**config.mk**
```make
export PLATFORM = sky130hd
export DESIGN_NAME = spm_monitor
export DESIGN_NICKNAME = d
export VERILOG_FILES = /design/src/spm_pkg.sv /design/src/spm_serial_statistics_output_ser.sv /design/src/spm_monitor.sv
export VERILOG_INCLUDE_DIRS = /design/src
export SDC_FILE = /design/constraint.sdc
export NUM_CORES = 1
export LEC_CHECK = 0
export BUFFER_PORTS_ARGS = -buffer_cell sky130_fd_sc_hd__buf_2
export CORE_ASPECT_RATIO = 1.75
export CORE_MARGIN = 3
export CORE_UTILIZATION = 45
export DETAILED_ROUTE_END_ITERATION = 10
export GPL_TIMING_DRIVEN = 0
export HOLD_SLACK_MARGIN = 0.12
export PLACE_DENSITY = 0.73
export SLEW_MARGIN = 20
export SYNTH_ARGS = -nofsm -noshare
export SYNTH_HDL_FRONTEND = slang
export SYNTH_SLANG_ARGS = --single-unit
export TNS_END_PERCENT = 30
```
**constraint.sdc**
```tcl
create_clock -name pclk -period 3.7 [get_ports pclk]
set_clock_uncertainty 0.05 [all_clocks]
set_input_delay 0.925 -clock pclk [delete_from_list [all_inputs] [get_ports pclk]]
set_output_delay 0.925 -clock pclk [all_outputs]
set_load 0.02 [all_outputs]
```
**src/spm_params.svh**
```systemverilog
`ifndef SPM_PARAMS_SVH
`define SPM_PARAMS_SVH
// register indices; the apb byte address is the index times four
`define SPM_REG_CTRL 10'h270
`define SPM_REG_PERIOD_LO 10'h271
`define SPM_REG_PERIOD_MID 10'h272
`define SPM_REG_PERIOD_HI 10'h273
`define SPM_REG_HOLD_LO 10'h274
`define SPM_REG_HOLD_HI 10'h275
`define SPM_REG_SERIAL_STATISTICS_OUTPUT_A 10'h279
`define SPM_REG_SERIAL_STATISTICS_OUTPUT_B 10'h27a
`define SPM_REG_TAIL 10'h27b
`define SPM_REG_STATUS 10'h27c
// field positions
`define SPM_CTRL_PEAK_EN_BIT 1
`define SPM_SERIAL_STATISTICS_OUTPUT_B_EN_BIT 1
`define SPM_TAIL_PRBS_BIT 0
`define SPM_TAIL_CS_LSB 4
// reset values
`define SPM_PERIOD_RST 24'h000050
`define SPM_CS_RST 2'h1
`define SPM_PRBS_SEED 15'h7fff
// frame layout
`define SPM_FRAME_BITS 25
`define SPM_SUB_BITS 5
`define SPM_FRAME_CNT_W 5
`endif

```
**src/spm_pkg.sv**
```systemverilog
package spm_pkg;
  // states of the peak tracker
  typedef enum logic [2:0] {
    SPM_IDLE = 3'b001,
    SPM_FIRST = 3'b010,
    SPM_TRACK = 3'b100
  } spm_state_type;
endpackage

```
**src/spm_serial_statistics_output_ser.sv**
```systemverilog
`timescale 1ns/1ps
`default_nettype none
`include "spm_params.svh"
// serialises a 13-bit peak into a 25-bit frame of five 5-bit subframes
module spm_serial_statistics_output_ser (
  // clock and reset
  input wire logic pclk,
  input wire logic presetn,
  // control
  input wire logic sample_en,
  input wire logic run,
  input wire logic [12:0] peak,
  input wire logic peak_new,
  // serial bit out
  output logic ser_bit
);
  logic [24:0] shift_q, shift_d;
  logic [4:0] cnt_q, cnt_d;
  logic pend_q, pend_d;
  logic [12:0] pend_val_q, pend_val_d;
  logic [24:0] frame;

  // each subframe: start bit 1 then four payload bits, msb first; 4 data nibbles
  // hold 13 bits padded with three leading zeros in the first subframe
  assign frame = {1'b1, 3'b000, peak_src_msb(pend_val_q),
                  1'b1, pend_val_q[11:8], 1'b1, pend_val_q[7:4],
                  1'b1, pend_val_q[3:0], 1'b1, 4'h0};

  function automatic logic peak_src_msb(input logic [12:0] v);
    peak_src_msb = v[12];
  endfunction

  ////////////////////////////////////////////////////////////////////////
  // frame sequencing: a held value is sent whole before the next starts
  always_comb begin
    shift_d = shift_q;
    cnt_d = cnt_q;
    pend_d = pend_q;
    pend_val_d = pend_val_q;
    if (peak_new && run) begin
      pend_d = 1'b1;
      pend_val_d = peak;
    end
    if (!run) begin
      cnt_d = 5'h00;
      pend_d = 1'b0;
    end else if (sample_en) begin
      if (cnt_q != 5'h00) begin
        shift_d = {shift_q[23:0], 1'b0};
        cnt_d = cnt_q - 5'h01;
      end else if (pend_q && !(peak_new && run)) begin
        shift_d = frame;
        cnt_d = 5'(`SPM_FRAME_BITS);
        pend_d = 1'b0;
      end else begin
        shift_d = 25'h0000000; // idle line stays low between frames
      end
    end
  end

  always_ff @(posedge pclk or negedge presetn) begin
    if (!presetn) begin
      shift_q <= 25'h0000000;
      cnt_q <= 5'h00;
      pend_q <= 1'b0;
      pend_val_q <= 13'h0000;
    end else begin
      shift_q <= shift_d;
      cnt_q <= cnt_d;
      pend_q <= pend_d;
      pend_val_q <= pend_val_d;
    end
  end

  assign ser_bit = (cnt_q != 5'h00) ? shift_q[24] : 1'b0;
endmodule
`default_nettype wire

```
**src/spm_monitor.sv**
```systemverilog
// Local design decisions: the placing of the registers and register access over APB.
`timescale 1ns/1ps
`default_nettype none
`include "spm_params.svh"
//
// Contract
// - track magnitude only, 13-bit peak
// - 24-bit period counted in samples
// - control bit 1 enables peak detection
// - enable loads timer, decrements per sample
// - keep larger of input and store
// - measurement starts from current magnitude
// - at count one, copy peak to holding
// - reload timer, restart from next sample
// - results by readback and control bits
// - serial output needs both enable fields
// - control bits fill from msb down
// - 25-bit frame, msb first, five subframes
// - control bits per sample 0 to 3
// - tail bits are n' minus n minus cs
// - 14-bit sample packs into two octets
// - unused tail bits zero or pseudorandom
//
module spm_monitor (
  // apb clock and reset
  input wire logic pclk,
  input wire logic presetn,
  // apb slave
  input wire logic psel,
  input wire logic penable,
  input wire logic pwrite,
  input wire logic [11:0] paddr,
  input wire logic [31:0] pwdata,
  output logic [31:0] prdata,
  output logic pready,
  output logic pslverr,
  // decimated sample stream, same clock
  input wire logic sample_en,
  input wire logic [13:0] sample,
  // link sample word out
  output logic [15:0] link_word,
  output logic link_valid
);
  import spm_pkg::*;

  ////////////////////////////////////////////////////////////////////////
  // register storage
  // each register is one aligned 32-bit word; only the low byte is live
  // the 24-bit period is split over three byte registers, low first
  // hazard: the period bytes are written one at a time, so a host that
  // changes the period while tracking runs may reload a mixed value;
  // the tracker only takes the period at enable and at each reload
  // the holding register is read-only and changes only at period end
  // the status flag is sticky and cleared by writing a one to bit 0
  logic peak_en_q, peak_en_d;
  logic [23:0] period_q, period_d;
  logic [1:0] serial_statistics_output_a_q, serial_statistics_output_a_d;
  logic serial_statistics_output_b_q, serial_statistics_output_b_d;
  logic prbs_sel_q, prbs_sel_d;
  logic [1:0] cs_q, cs_d;
  logic [12:0] hold_q, hold_d;
  logic hold_new_q, hold_new_d;
  logic done_q, done_d;
  logic acc;
  logic wr;
  logic addr_ok;
  logic [9:0] reg_idx;
  logic aligned;

  // word index from the byte address; a misaligned access hits nothing
  assign reg_idx = paddr[11:2];
  assign aligned = (paddr[1:0] == 2'b00);
  assign acc = psel && penable;
  assign wr = acc && pwrite && aligned;
  assign pready = 1'b1; // zero wait states

  // known addresses; anything else answers slverr
  always_comb begin
    case (reg_idx)
      `SPM_REG_CTRL, `SPM_REG_PERIOD_LO, `SPM_REG_PERIOD_MID, `SPM_REG_PERIOD_HI,
      `SPM_REG_HOLD_LO, `SPM_REG_HOLD_HI, `SPM_REG_SERIAL_STATISTICS_OUTPUT_A, `SPM_REG_SERIAL_STATISTICS_OUTPUT_B,
      `SPM_REG_TAIL, `SPM_REG_STATUS: addr_ok = 1'b1;
      default: addr_ok = 1'b0;
    endcase
  end
  assign pslverr = acc && !(addr_ok && aligned);

  // readback mux; holding register is read-only
  always_comb begin
    prdata = 32'h00000000;
    case (reg_idx)
      `SPM_REG_CTRL: prdata[`SPM_CTRL_PEAK_EN_BIT] = peak_en_q;
      `SPM_REG_PERIOD_LO: prdata[7:0] = period_q[7:0];
      `SPM_REG_PERIOD_MID: prdata[7:0] = period_q[15:8];
      `SPM_REG_PERIOD_HI: prdata[7:0] = period_q[23:16];
      `SPM_REG_HOLD_LO: prdata[7:0] = hold_q[7:0];
      `SPM_REG_HOLD_HI: prdata[4:0] = hold_q[12:8];
      `SPM_REG_SERIAL_STATISTICS_OUTPUT_A: prdata[1:0] = serial_statistics_output_a_q;
      `SPM_REG_SERIAL_STATISTICS_OUTPUT_B: prdata[`SPM_SERIAL_STATISTICS_OUTPUT_B_EN_BIT] = serial_statistics_output_b_q;
      `SPM_REG_TAIL: begin
        prdata[`SPM_TAIL_PRBS_BIT] = prbs_sel_q;
        prdata[`SPM_TAIL_CS_LSB +: 2] = cs_q;
      end
      `SPM_REG_STATUS: prdata[0] = done_q;
      default: prdata = 32'h00000000;
    endcase
    if (!aligned)
      prdata = 32'h00000000;
  end

  ////////////////////////////////////////////////////////////////////////
  // peak tracker state
  // idle: detection off, nothing counts; first: the next sample seeds the
  // running store; track: every sample keeps the larger magnitude
  // the running store is private; software only sees the holding copy
  // trade-off: the store is seeded from the sample itself rather than zero,
  // so a quiet period reports its true level and not a stale peak
  // limitation: switching detection off drops the period in progress;
  // the holding register keeps the last complete result
  // the timer counts samples, not clocks, so gaps in the stream only
  // stretch a period in time and never shorten it in samples
  spm_state_type st_q, st_d;
  logic [23:0] timer_q, timer_d;
  logic [12:0] store_q, store_d;
  logic [12:0] mag;
  logic [13:0] mag_full;

  // magnitude of two's complement sample, saturated into 13 bits
  // the most negative code has no positive twin in 13 bits, so it
  // clips to full scale instead of wrapping to zero
  always_comb begin
    mag_full = sample[13] ? 14'(~sample + 14'h0001) : sample;
    mag = mag_full[13] ? 13'h1fff : mag_full[12:0];
  end

  // control registers next values
  always_comb begin
    peak_en_d = peak_en_q;
    period_d = period_q;
    serial_statistics_output_a_d = serial_statistics_output_a_q;
    serial_statistics_output_b_d = serial_statistics_output_b_q;
    prbs_sel_d = prbs_sel_q;
    cs_d = cs_q;
    if (wr) begin
      case (reg_idx)
        `SPM_REG_CTRL: peak_en_d = pwdata[`SPM_CTRL_PEAK_EN_BIT];
        `SPM_REG_PERIOD_LO: period_d[7:0] = pwdata[7:0];
        `SPM_REG_PERIOD_MID: period_d[15:8] = pwdata[7:0];
        `SPM_REG_PERIOD_HI: period_d[23:16] = pwdata[7:0];
        `SPM_REG_SERIAL_STATISTICS_OUTPUT_A: serial_statistics_output_a_d = pwdata[1:0];
        `SPM_REG_SERIAL_STATISTICS_OUTPUT_B: serial_statistics_output_b_d = pwdata[`SPM_SERIAL_STATISTICS_OUTPUT_B_EN_BIT];
        `SPM_REG_TAIL: begin
          prbs_sel_d = pwdata[`SPM_TAIL_PRBS_BIT];
          cs_d = pwdata[`SPM_TAIL_CS_LSB +: 2];
        end
        default: ;
      endcase
    end
  end

  // tracker next values; period of 0 is treated like 1
  // a period of p gives one holding update every p samples: the seeding
  // sample counts as the first, and the sample that meets a count of one
  // still takes part in the comparison before the copy is made
  // the sample after a copy seeds the next period, so periods run back
  // to back with no sample lost between them
  // the done flag is set on every copy; a clear in the same cycle loses
  always_comb begin
    st_d = st_q;
    timer_d = timer_q;
    store_d = store_q;
    hold_d = hold_q;
    hold_new_d = 1'b0;
    done_d = done_q;
    if (wr && reg_idx == `SPM_REG_STATUS && pwdata[0])
      done_d = 1'b0;
    case (st_q)
      SPM_IDLE: begin
        if (peak_en_q) begin
          timer_d = period_q;
          st_d = SPM_FIRST;
        end
      end
      SPM_FIRST: begin
        if (!peak_en_q) begin
          st_d = SPM_IDLE;
        end else if (sample_en) begin
          store_d = mag;
          if (timer_q <= 24'h000001) begin
            hold_d = mag;
            hold_new_d = 1'b1;
            done_d = 1'b1;
            timer_d = period_q;
          end else begin
            timer_d = timer_q - 24'h000001;
            st_d = SPM_TRACK;
          end
        end
      end
      SPM_TRACK: begin
        if (!peak_en_q) begin
          st_d = SPM_IDLE;
        end else if (sample_en) begin
          if (timer_q <= 24'h000001) begin
            hold_d = (mag > store_q) ? mag : store_q;
            hold_new_d = 1'b1;
            done_d = 1'b1; // set wins over clear
            timer_d = period_q;
            st_d = SPM_FIRST;
          end else begin
            store_d = (mag > store_q) ? mag : store_q;
            timer_d = timer_q - 24'h000001;
          end
        end
      end
      default: st_d = SPM_IDLE;
    endcase
  end

  always_ff @(posedge pclk or negedge presetn) begin
    if (!presetn) begin
      peak_en_q <= 1'b0;
      period_q <= `SPM_PERIOD_RST;
      serial_statistics_output_a_q <= 2'h0;
      serial_statistics_output_b_q <= 1'b0;
      prbs_sel_q <= 1'b0;
      cs_q <= `SPM_CS_RST;
      st_q <= SPM_IDLE;
      timer_q <= 24'h000000;
      store_q <= 13'h0000;
      hold_q <= 13'h0000;
      hold_new_q <= 1'b0;
      done_q <= 1'b0;
    end else begin
      peak_en_q <= peak_en_d;
      period_q <= period_d;
      serial_statistics_output_a_q <= serial_statistics_output_a_d;
      serial_statistics_output_b_q <= serial_statistics_output_b_d;
      prbs_sel_q <= prbs_sel_d;
      cs_q <= cs_d;
      st_q <= st_d;
      timer_q <= timer_d;
      store_q <= store_d;
      hold_q <= hold_d;
      hold_new_q <= hold_new_d;
      done_q <= done_d;
    end
  end

  ////////////////////////////////////////////////////////////////////////
  // serial statistics output over control bits
  // both enable fields must be set; either one clear stops the line and
  // drops a frame in flight, so the receiver must rehunt a start bit
  // the serialiser takes one bit per sample plus one sample to load, so a frame needs 26 samples;
  // periods shorter than that leave only the newest pending value queued
  // routing the control bits onto the lanes is left to the host's
  // link settings, which live outside this block
  logic serial_statistics_output_run;
  logic ser_bit;
  assign serial_statistics_output_run = (serial_statistics_output_a_q == 2'h3) && serial_statistics_output_b_q;

  spm_serial_statistics_output_ser u_ser (
    .pclk(pclk),
    .presetn(presetn),
    .sample_en(sample_en),
    .run(serial_statistics_output_run),
    .peak(hold_q),
    .peak_new(hold_new_q),
    .ser_bit(ser_bit)
  );

  ////////////////////////////////////////////////////////////////////////
  // tail prbs, x^15 + x^14 + 1, advanced once per sample
  // runs whether or not it is selected, so turning it on mid-stream
  // does not restart the sequence; the seed is nonzero to avoid lock-up
  logic [14:0] prbs_q, prbs_d;
  always_comb begin
    prbs_d = prbs_q;
    if (sample_en)
      prbs_d = {prbs_q[13:0], prbs_q[14] ^ prbs_q[13]};
  end
  always_ff @(posedge pclk or negedge presetn) begin
    if (!presetn)
      prbs_q <= `SPM_PRBS_SEED;
    else
      prbs_q <= prbs_d;
  end

  ////////////////////////////////////////////////////////////////////////
  // sample word packing: 14 data bits then two low bits for control or tail
  // the sample sits in the top 14 bits so the two octets split as
  // bits 13..6 and bits 5..0 plus the two low slots
  // control bits take the low slots from the top down; what is left over
  // is tail, either zeros or the prbs, as selected in the tail register
  // the word is registered so it stands whole until the next sample
  // with n'=16, n=14 there are only two low slots; cs=3 loses its third bit
  logic [1:0] low_bits;
  logic [1:0] tail_fill;
  logic [15:0] word_d, word_q;
  logic valid_q;
  assign tail_fill = prbs_sel_q ? prbs_q[1:0] : 2'b00;
  always_comb begin
    case (cs_q)
      2'h0: low_bits = tail_fill;
      2'h1: low_bits = {ser_bit, tail_fill[0]};
      default: low_bits = {ser_bit, 1'b0};
    endcase
    word_d = {sample, low_bits};
  end
  always_ff @(posedge pclk or negedge presetn) begin
    if (!presetn) begin
      word_q <= 16'h0000;
      valid_q <= 1'b0;
    end else begin
      word_q <= sample_en ? word_d : word_q;
      valid_q <= sample_en;
    end
  end
  assign link_word = word_q;
  assign link_valid = valid_q;
endmodule
`default_nettype wire

```
# Word-level counts from Yosys, hierarchy flattened
# Cells that the tools add are included.
dict set report op_classes {
  addsub 3
  n_lt_le_gt_ge 2
  eq_ne 31
  mux 60
  n_bitwise 2
  n_reduce_logical 32
}
# cell count
set ops {}
lappend ops {{two-way mux 13 bit} 13}
lappend ops {{equality test 10 bit, second input constant} 10}
lappend ops {{two-way mux 24 bit} 4}
lappend ops {{one-hot mux 13 bit (2 select lines)} 2}
lappend ops {{two-way mux 25 bit} 2}
lappend ops {{one-hot mux 24 bit (2 select lines)} 1}
lappend ops {{less-or-equal comparator 24 x 1 -> 1 bit, second input constant} 1}
lappend ops {{subtractor 24 x 1 -> 24 bit, second input constant} 1}
lappend ops {{two-way mux 3 bit} 7}
lappend ops {{two-way mux 5 bit} 4}
lappend ops {{inequality test 2 bit, second input constant} 9}
lappend ops {{AND reduction 2 bit} 9}
lappend ops {{two-way mux 1 bit} 16}
lappend ops {{one-hot mux 1 bit (8 select lines)} 2}
lappend ops {{inequality test 3 bit, second input constant} 5}
lappend ops {{adder 14 x 1 -> 14 bit, second input constant} 1}
lappend ops {{two-way mux 14 bit} 1}
lappend ops {{NOT 14 bit} 1}
lappend ops {{> comparator 13 bit} 1}
lappend ops {{logical AND 1 bit} 10}
lappend ops {{one-hot mux 2 bit (5 select lines)} 1}
lappend ops {{OR reduction 10 bit} 1}
lappend ops {{one-hot mux 3 bit (3 select lines)} 1}
lappend ops {{two-way mux 8 bit} 1}
lappend ops {{22 further kinds} 26}
dict set report word_totals {
  reg_bits 162
  in_bits 64
  output_inout_bits 51
  word_cells 151
}

# Depth between registers and ports, before layout
# Gate-level depths: netlist of the first run.
dict set report depth {
  depth_word 10
  ltp_mapped 14
  mapped_depth_nobuf 13
}

# Modules after synthesis
# Synthesis of the first run repeated with hierarchy kept, for this count alone.
dict set report hier_totals {
  cells_unflattened 874
  area_unflattened_um2 8712.1
}
# mod n_inst cells_per_inst area_per_inst_um2 seq_area_each_um2
set modules_own_cells {}
lappend modules_own_cells {spm_monitor 1 700 6836.6 2976.6}
lappend modules_own_cells {spm_serial_statistics_output_ser 1 174 1875.5 1001.0}

# Least setup slack after synthesis of the first run
# Ideal clock, no wire load.
dict set report synth_timing {
  kind {in2reg}
  start {input port sample[0]}
  end {register store_q[0]}
  arrival_ns 3.610
  required_ns 3.525
  setup_slack_ns -0.085
  path_stages 14
  path_buffers 1
  cell_sequence {inv_1 ha_1 nor4b_1 nand2_1 o31ai_1 mux2i_1 ha_1 a21o_1 a2111oi_0 o211ai_1 o21ai_4 nor2_2 buf_6 mux2_4}
}
dict set report synth_between {
  elab_chain_cells 10
}
# item line
set synth_rtl {}
lappend synth_rtl {{start, declared} spm_monitor.sv:39} ;# input wire logic [13:0] sample,
lappend synth_rtl {{NOT 14 bit} spm_monitor.sv:132} ;# mag_full = sample[13] ? 14'(~sample + 14'h0001) : sample;
lappend synth_rtl {{adder 14 x 1 -> 14 bit} spm_monitor.sv:132}
lappend synth_rtl {{two-way mux 14 bit (*)} spm_monitor.sv:132}
lappend synth_rtl {{two-way mux 13 bit (*)} spm_monitor.sv:133} ;# mag = mag_full[13] ? 13'h1fff : mag_full[12:0];
lappend synth_rtl {{> comparator 13 bit} spm_monitor.sv:211} ;# store_d = (mag > store_q) ? mag : store_q;
lappend synth_rtl {{two-way mux 13 bit} spm_monitor.sv:211}
lappend synth_rtl {{two-way mux 13 bit} spm_monitor.sv:204} ;# if (timer_q <= 24'h000001) begin
lappend synth_rtl {{two-way mux 13 bit} spm_monitor.sv:203} ;# end else if (sample_en) begin
lappend synth_rtl {{two-way mux 13 bit} spm_monitor.sv:201} ;# if (!peak_en_q) begin
lappend synth_rtl {{one-hot mux 13 bit (2 select lines) (*)} spm_monitor.sv:177} ;# case (st_q)
lappend synth_rtl {{end signal, assigned} spm_monitor.sv:243} ;# store_q <= store_d;
lappend synth_rtl {{end, declared} spm_monitor.sv:124} ;# logic [12:0] store_q, store_d;
# Mark *: on every way between the ends. The rest lies on a longest branch, timed or not. The select of a mux whose other input is x is not followed.
# A chain may end at the register's enable or synchronous reset.

# Final worst setup path of the first run
dict set report layout_timing {
  start {input port paddr[10]}
  end {output port prdata[2]}
}
dict set report layout_between {
  elab_chain_cells 3
}
# item line
set layout_rtl {}
lappend layout_rtl {{start, declared} spm_monitor.sv:32} ;# input wire logic [11:0] paddr,
lappend layout_rtl {{equality test 10 bit} spm_monitor.sv:91} ;# case (reg_idx)
lappend layout_rtl {{one-hot mux 2 bit (5 select lines) (*)} spm_monitor.sv:91}
lappend layout_rtl {{two-way mux 8 bit (*)} spm_monitor.sv:107} ;# if (!aligned)
lappend layout_rtl {{end, declared} spm_monitor.sv:34} ;# output logic [31:0] prdata,
# Mark *: on every way between the ends. The rest lies on a longest branch, timed or not.

==> flow_metrics.py, run 1 <==
metrics = {
    "pwr": {
        "p_sw_share_pct": 26.45,
        "leakage_nw": 4.619,
        "p_sw_mw": 1.069,
        "clock_power_share_pct": 41.0,
        "internal_power_mw": 2.972,
        "power_density_mw_per_mm2": 398.5,
        "total_power_mw": 4.041,
        "vdd_drop_max_mv": 0.4218,
        "power.share.sequential_pct": 48.4,
        "p_comb_share_pct": 10.6,
    },
    "clock_network": {
        "cts-hold-fix-buffers": 0,
        "cts_num_sinks": 158,
        "clockBufferDepth": 2,
        "tritoncts": "yes",
        "h-tree-depth": 4,
        "clkTransAtPathRegs_ns": 0.07,
        "clock_latency_ns": 0.44,
        "root_buffer": "clkbuf_16",
        "numCtsBuffers": 17,
    },
    "detailed_routing": {
        "via_per_inst": 5.768,
        "via_count": 6916,
        "detail-route-antenna-nets": 0,
        "dr.first_iter.drc_count": 583,
        "drt-wirelength-per-cell_um": 18.54,
        "drc": 0,
        "first_pass_iters": 6,
        "drt-total-wl_mm": 22.23,
    },
    "critical_path": {
        "crit_arrival_ns": 2.68,
        "crit_path_start_kind": "input port",
        "cp.required_ns": 2.72,
        "path_max_fanout": 7,
        "regToRegSetupSlack_ns": 0.81,
        "critical_path_class": "in2out",
        "endpoint_kind": "primary output",
        "r2r_cells": 8,
    },
    "logic_synthesis": {
        "synth.distinct_cells": 71,
        "yosys.area_share.simple_pct": 14.87,
        "synth_ff_type": "dfrtp_1",
        "synth_common_cells": "dfrtp_1 (139), mux2_2 (77), nor2_1 (67)",
        "synth_edf_count": 0,
        "syn_area_mm2": 0.008513,
        "ys_seq_elements": 158,
        "synthAdderAreaFrac_pct": 2.499,
        "syn-instance-count": 838,
        "synth_top_family_by_area": "compound AO/OA/AOI/OAI gates",
        "ys_seq_area_share_pct": 46.72,
        "synth_xor_area_share_pct": 0.8230,
        "synth_area_leader_cell": "dfrtp_1",
        "synth_top_cells_by_area": "dfrtp_1 (41%), mux2_2 (10%), dfstp_2 (5.9%), a21oi_1 (3.4%), nor2_1 (3.0%)",
        "ys_warn_count": 0,
        "avgSynthCellArea_um2": 10.16,
        "yosysTopAreaCellShare_pct": 40.86,
        "synth.area.mux_share_pct": 13.71,
        "yosysMostFrequentCell": "dfrtp_1",
        "synth-compound-area-share_pct": 15.04,
        "synthArstFlopShare_pct": 100.0,
    },
    "finish": {
        "multi_input_comb_area_mm2": 0.004333,
        "final_area_mm2": 0.01014,
        "diodes": 0,
        "utilization_pct": 55.42,
        "drive_gt1_share_pct": 31.19,
        "fill_cells": 1644,
        "area_growth_syn_to_layout_pct": 19.12,
        "regArea_mm2": 0.003978,
        "fin_cells": 1199,
        "final_net_count": 1033,
    },
    "place": {
        "gp_congestion": 0.9314,
        "dpl.hpwl_mm": 16.11,
        "portBuffers": 63,
        "place_area_mm2": 0.009256,
        "dp.cells": 1159,
    },
    "run": {
        "cap_violations": 0,
    },
    "die": {
        "core-area_mm2": 0.01830,
        "die-area_mm2": 0.02067,
        "start_util_pct": 46.52,
        "io_pins": 115,
        "rows": 65,
        "die_h_um": 188.0,
        "fp.dieW_um": 110.0,
    },
    "global_route": {
        "grt.total_usage_pct": 21.85,
        "grt_max_degree": 104,
        "first_global_vias": 6765,
        "grt_first_pass_wirelength_mm": 34.87,
        "antenna_found_initial": 0,
        "globalRoute.totalOverflow": 0,
    },
    "sta": {
        "final_hold_viol_count": 0,
        "hold_ws_ns": 0.3551,
        "min_period_ns": 3.656,
        "slew_viol_final": 0,
        "max_freq_ghz": 0.2735,
        "rsz0062_at_grt": "yes",
        "post-route-period-util_pct": 98.81,
        "worst_slew_pin_slew_ns": 1.046,
        "setup_viol": 0,
        "slew_headroom_pct": 29.66,
    },
    "worst_hold_path": {
        "hold_path.class": "in2async",
    },
    "status": {
        "outcome": "finished, final reports clean",
    },
}
## final timing paths
path | start | to
max | paddr[10] | prdata[2]
max reg2reg | timer_q[0] | timer_q[22]
max in group asynchronous | presetn | cs_q[0]
min in group pclk | done_q | done_q
min | presetn | timer_q[7]
min reg2reg | done_q | done_q
## layout make-up
cell class / instances / share of cell area [%]
inverter: 42 / 1.555
multi-input combinational: 595 / 42.73
tap: 234 / 2.887
sequential: 158 / 39.22
buffer: 62 / 3.726
clock inverter: 13 / 1.061
clock buffer: 19 / 4.368
timing repair buffer: 76 / 4.454
## state kept, by name (all words and copies together) (netlist names), 3 cells and up
register          flops
hold_q               13
link_word            16
period_q             24
prbs_q               15
st_q                  3
store_q              13
timer_q              24
u_ser.cnt_q           5
u_ser.pend_val_q     13
u_ser.shift_q        21
## power by group through the flow
stage | Sequential [mW] | Combinational, mW | Clock, mW
floorplan | 1.99 | 0.251 | 0
global placement | 1.98 | 0.396 | 0
detailed placement | 1.99 | 0.409 | 0
CTS | 1.96 | 0.418 | 1.68
global route | 1.97 | 0.475 | 1.76
finish | 1.96 | 0.430 | 1.65
## metrics by stage
stage | setup slack [ns] | TNS (ns)
after global routing | -0.03595 | -0.2312
after global placement | -0.8620 | -117.55
final | 0.04418 | 0
after detailed placement | -0.9115 | -19.76
after CTS | 0.02801 | 0
after floorplan | 0.01212 | 0
## placed cells by master, fill, tap and decap left out, drive strengths merged, types with 6 or more instances in the layout
| cell type | instances |
|---|---|
| or3 | 6 |
| inv | 47 |
| a22oi | 9 |
| buf | 114 |
| nor2 | 70 |
| mux2i | 15 |
| nor4 | 10 |
| dfrtp | 139 |
| nand2b | 11 |
| conb | 25 |
| a21oi | 58 |
| ha | 17 |
| clkbuf | 43 |
| a31oi | 11 |
| o22a | 8 |
| o21ai | 43 |
| a222oi | 16 |
| nand2 | 56 |
| nor3 | 33 |
| dfstp | 19 |
| nand4 | 7 |
| nor2b | 8 |
| mux2 | 87 |
| and3 | 7 |
| nand3 | 22 |
## layer usage
| metal | up-vias | routed length [µm] | track usage, % |
|---|---|---|---|
| met5 | - | 0 | 0 |
| met4 | 0 | 1068 | 12.24 |
| met3 | 59 | 1136 | 3.410 |
| met2 | 253 | 11510 | 36.97 |
| met1 | 3383 | 8513 | 25.77 |
| li1 | 3221 | - | - |
## worst max-delay path: stages
cell	delay [ns]
buf_2	0.10
nand2b_2	0.27
or3_4	0.42
nor2_2	0.13
and2_2	0.23
a22oi_1	0.14
a31oi_4	0.28
buf_4	0.18
## kinds of logic after synthesis
family	after synthesis
AO/OA/AOI/OAI	192
XOR/XNOR	8
adder cells (fa/ha/maj)	17
buffers and inverters	108
flip-flops	158
multiplexers	102
other	2
AND/OR/NAND/NOR	251
## timing repair
item	4_1_cts	5_1_grt
pin swaps	6	13
resized for setup	25	39
setup buffers	4	7
cloned	0	1
endpoints found under the setup margin	33	33
Power figures use the tool's default switching activity.
==> run 2, diff against run 1 <==
--- a/config.mk
+++ b/config.mk
@@ -6,16 +6,17 @@
 export SDC_FILE = /design/constraint.sdc
 export NUM_CORES = 1
 export LEC_CHECK = 0
-export BUFFER_PORTS_ARGS = -buffer_cell sky130_fd_sc_hd__buf_2
+export BUFFER_PORTS_ARGS = -buffer_cell sky130_fd_sc_hd__buf_4
 export CORE_ASPECT_RATIO = 1.75
 export CORE_MARGIN = 3
-export CORE_UTILIZATION = 45
+export CORE_UTILIZATION = 43
 export DETAILED_ROUTE_END_ITERATION = 10
 export GPL_TIMING_DRIVEN = 0
 export HOLD_SLACK_MARGIN = 0.12
-export PLACE_DENSITY = 0.73
+export PLACE_DENSITY = 0.7
 export SLEW_MARGIN = 20
 export SYNTH_ARGS = -nofsm -noshare
 export SYNTH_HDL_FRONTEND = slang
+export SYNTH_HIERARCHICAL = 1
 export SYNTH_SLANG_ARGS = --single-unit
 export TNS_END_PERCENT = 30
==> flow_metrics.py, run 2 <==
metrics = {
    "logic_synthesis": {
        "ys_seq_elements": 158,
        "synth_xor_area_share_pct": 0.9048,
        "synth_area_leader_cell": "dfrtp_1",
        "syn_area_mm2": 0.008712,
        "synth_ff_type": "dfrtp_1",
        "synth_common_cells": "dfrtp_1 (139), mux2_2 (82), nand2_1 (82)",
        "ys_seq_area_share_pct": 45.66,
        "synth.distinct_cells": 70,
        "yosysMostFrequentCell": "dfrtp_1",
        "yosys.area_share.simple_pct": 18.20,
        "ys_warn_count": 6,
        "yosysTopAreaCellShare_pct": 39.93,
        "synthAdderAreaFrac_pct": 2.441,
        "synth.area.mux_share_pct": 11.32,
        "synth-compound-area-share_pct": 15.60,
        "synth_top_family_by_area": "simple AND/OR/NAND/NOR gates",
        "avgSynthCellArea_um2": 9.968,
        "synth_edf_count": 0,
        "syn-instance-count": 874,
        "synth_top_cells_by_area": "dfrtp_1 (40%), mux2_2 (11%), dfstp_2 (5.7%), nand2_1 (3.5%), a21oi_1 (2.7%)",
        "synthArstFlopShare_pct": 100.0,
    },
    "sta": {
        "slew_viol_final": 0,
        "worst_slew_pin_slew_ns": 0.9252,
        "max_freq_ghz": 0.2651,
        "final_hold_viol_count": 0,
        "fin_ws_ns": -0.07234,
        "rsz0062_at_grt": "yes",
        "setup_viol": 13,
        "post-route-period-util_pct": 102.0,
        "min_period_ns": 3.772,
        "slew_headroom_pct": 37.67,
    },
    "pwr": {
        "total_power_mw": 4.135,
        "leakage_nw": 4.601,
        "power_density_mw_per_mm2": 388.4,
        "vdd_drop_max_mv": 0.3267,
    },
    "critical_path": {
        "endpoint_kind": "primary output",
        "crit_arrival_ns": 2.80,
        "crit_path_start_kind": "input port",
        "cp.required_ns": 2.72,
        "critical_path_class": "in2out",
        "path_max_fanout": 5,
    },
    "global_route": {
        "antenna_found_initial": 0,
        "grt_max_degree": 102,
        "grt.total_usage_pct": 21.08,
        "grt_first_pass_wirelength_mm": 37.19,
        "first_global_vias": 7259,
        "globalRoute.totalOverflow": 0,
    },
    "die": {
        "io_pins": 115,
        "fp.dieW_um": 113.6,
        "die_h_um": 194.3,
        "rows": 68,
        "core-area_mm2": 0.01982,
        "start_util_pct": 43.95,
        "die-area_mm2": 0.02207,
    },
    "place": {
        "portBuffers": 63,
        "dpl.hpwl_mm": 17.36,
        "gp_congestion": 0.9060,
    },
    "finish": {
        "final_net_count": 1072,
        "area_growth_syn_to_layout_pct": 22.17,
        "fill_cells": 1764,
        "diodes": 0,
        "drive_gt1_share_pct": 34.06,
        "mostFrequentLayoutCells": "dfrtp_1 (139), buf_4 (100), mux2_2 (82)",
        "utilization_pct": 53.69,
        "reg_top3": "period_q: 24 flops, timer_q: 24 flops, u_ser/shift_q: 21 flops",
        "final_common_cell": "dfrtp_1",
    },
    "detailed_routing": {
        "via_count": 7272,
        "detail-route-antenna-nets": 0,
        "first_pass_iters": 6,
        "drt-wirelength-per-cell_um": 18.71,
        "drt-total-wl_mm": 23.37,
        "drc": 0,
        "dr.first_iter.drc_count": 414,
        "via_per_inst": 5.822,
    },
    "clock_network": {
        "clkTransAtPathRegs_ns": 0.06,
        "clock_latency_ns": 0.43,
        "tritoncts": "yes",
        "h-tree-depth": 4,
        "cts_num_sinks": 158,
        "clockBufferDepth": 2,
        "root_buffer": "clkbuf_16",
        "numCtsBuffers": 17,
    },
    "status": {
        "outcome": "finished, violations left",
        "violations": "setup timing",
    },
    "worst_hold_path": {
        "hold_path.class": "in2async",
    },
    "run": {
        "cap_violations": 0,
    },
}
## run 2: cell count changes after synthesis, sizes merged, moves of 8 or more
cell and delta:
nor2 -27, o21ai +27, nand2 +26, inv -15, nand4 +14, a222oi -12
and3 +12, mux2i -11, or4 +10, o311ai +9, a221o +8, o22a -8
## run 2: repair_timing
action	in CTS	in global routing
gates cloned	0	1
buffers inserted	6	7
setup endpoints to repair	33	34
pin swaps	5	18
hold buffers	0	0
gates resized for setup	25	45
## run 2: area by class of cell
| type | instances | area (µm²) | share of cell area, % |
|---|---|---|---|
| Buffer | 69 | 402.9 | 3.785 |
| Timing Repair Buffer | 78 | 634.4 | 5.960 |
| Clock inverter | 13 | 125.1 | 1.175 |
| Clock buffer | 19 | 452.9 | 4.255 |
| Inverter | 27 | 101.3 | 0.9522 |
| Multi-Input combinational cell | 640 | 4643 | 43.62 |
| Sequential cell | 158 | 3978 | 37.37 |
| Tap cell | 245 | 306.5 | 2.880 |
## run 2: cells by family (layout without fill, tap and decap cells)
kind of cell,after synthesis,count (layout)
AO/OA/AOI/OAI,206,206
XOR/XNOR,9,9
adder cells (fa/ha/maj),17,17
buffers and inverters,99,206
flip-flops,158,158
multiplexers,87,87
other,2,25
AND/OR/NAND/NOR,296,296
## run 2: through the flow
step | setup WS (ns) | cells | area [µm²] | hold WS (ns) | TNS, ns
floorplan | -0.08109 | 897 | 8811 | 0.3974 | -0.7920
global placement | -0.9263 | 1205 | 9590 | 0.4180 | -24.23
detailed placement | -1.001 | 1206 | 9625 | 0.4247 | -25.71
CTS | -0.02392 | 1243 | 10360 | 0.3851 | -0.02392
global route | -0.1223 | 1249 | 10640 | 0.4045 | -1.973
finish | -0.07234 | 1249 | 10640 | 0.3768 | -0.3454
## run 2: critical path: stages
cell	delay, ns
buf_4	0.12
nor4bb_4	0.31
nand3_2	0.19
or3_4	0.47
buf_4	0.16
nor2_1	0.12
a31oi_1	0.06
a21oi_1	0.26
buf_4	0.20
## run 2: worst paths after layout
kind                                        start                end  slack (ns)  cells past startpoint
worst max-delay path                    paddr[10]          prdata[0]       -0.07                      9
worst min-delay path                      presetn  u_ser/shift_q[22]        0.38                      1
worst max register to register            st_q[0]         timer_q[1]        0.54                      8
worst min register to register  u_ser/shift_q[20]  u_ser/shift_q[20]        0.44                      2
max in group asynchronous                 presetn        period_q[4]        2.37                      2
min in group pclk               u_ser/shift_q[20]  u_ser/shift_q[20]        0.44                      2
## run 2: layer usage
metal | vias up | global-route usage (%) | wire length [µm]
met3 | 76 | 3.427 | 861
met4 | 0 | 11.05 | 1152
met2 | 227 | 39.63 | 13050
li1 | 3403 | - | -
met5 | - | 0 | 0
met1 | 3566 | 21.79 | 8302
## run 2: report_power, final
group,internal [mW],switching (mW)
logic,0.217,0.248
registers,1.89,0.0578
clock network,0.978,0.745
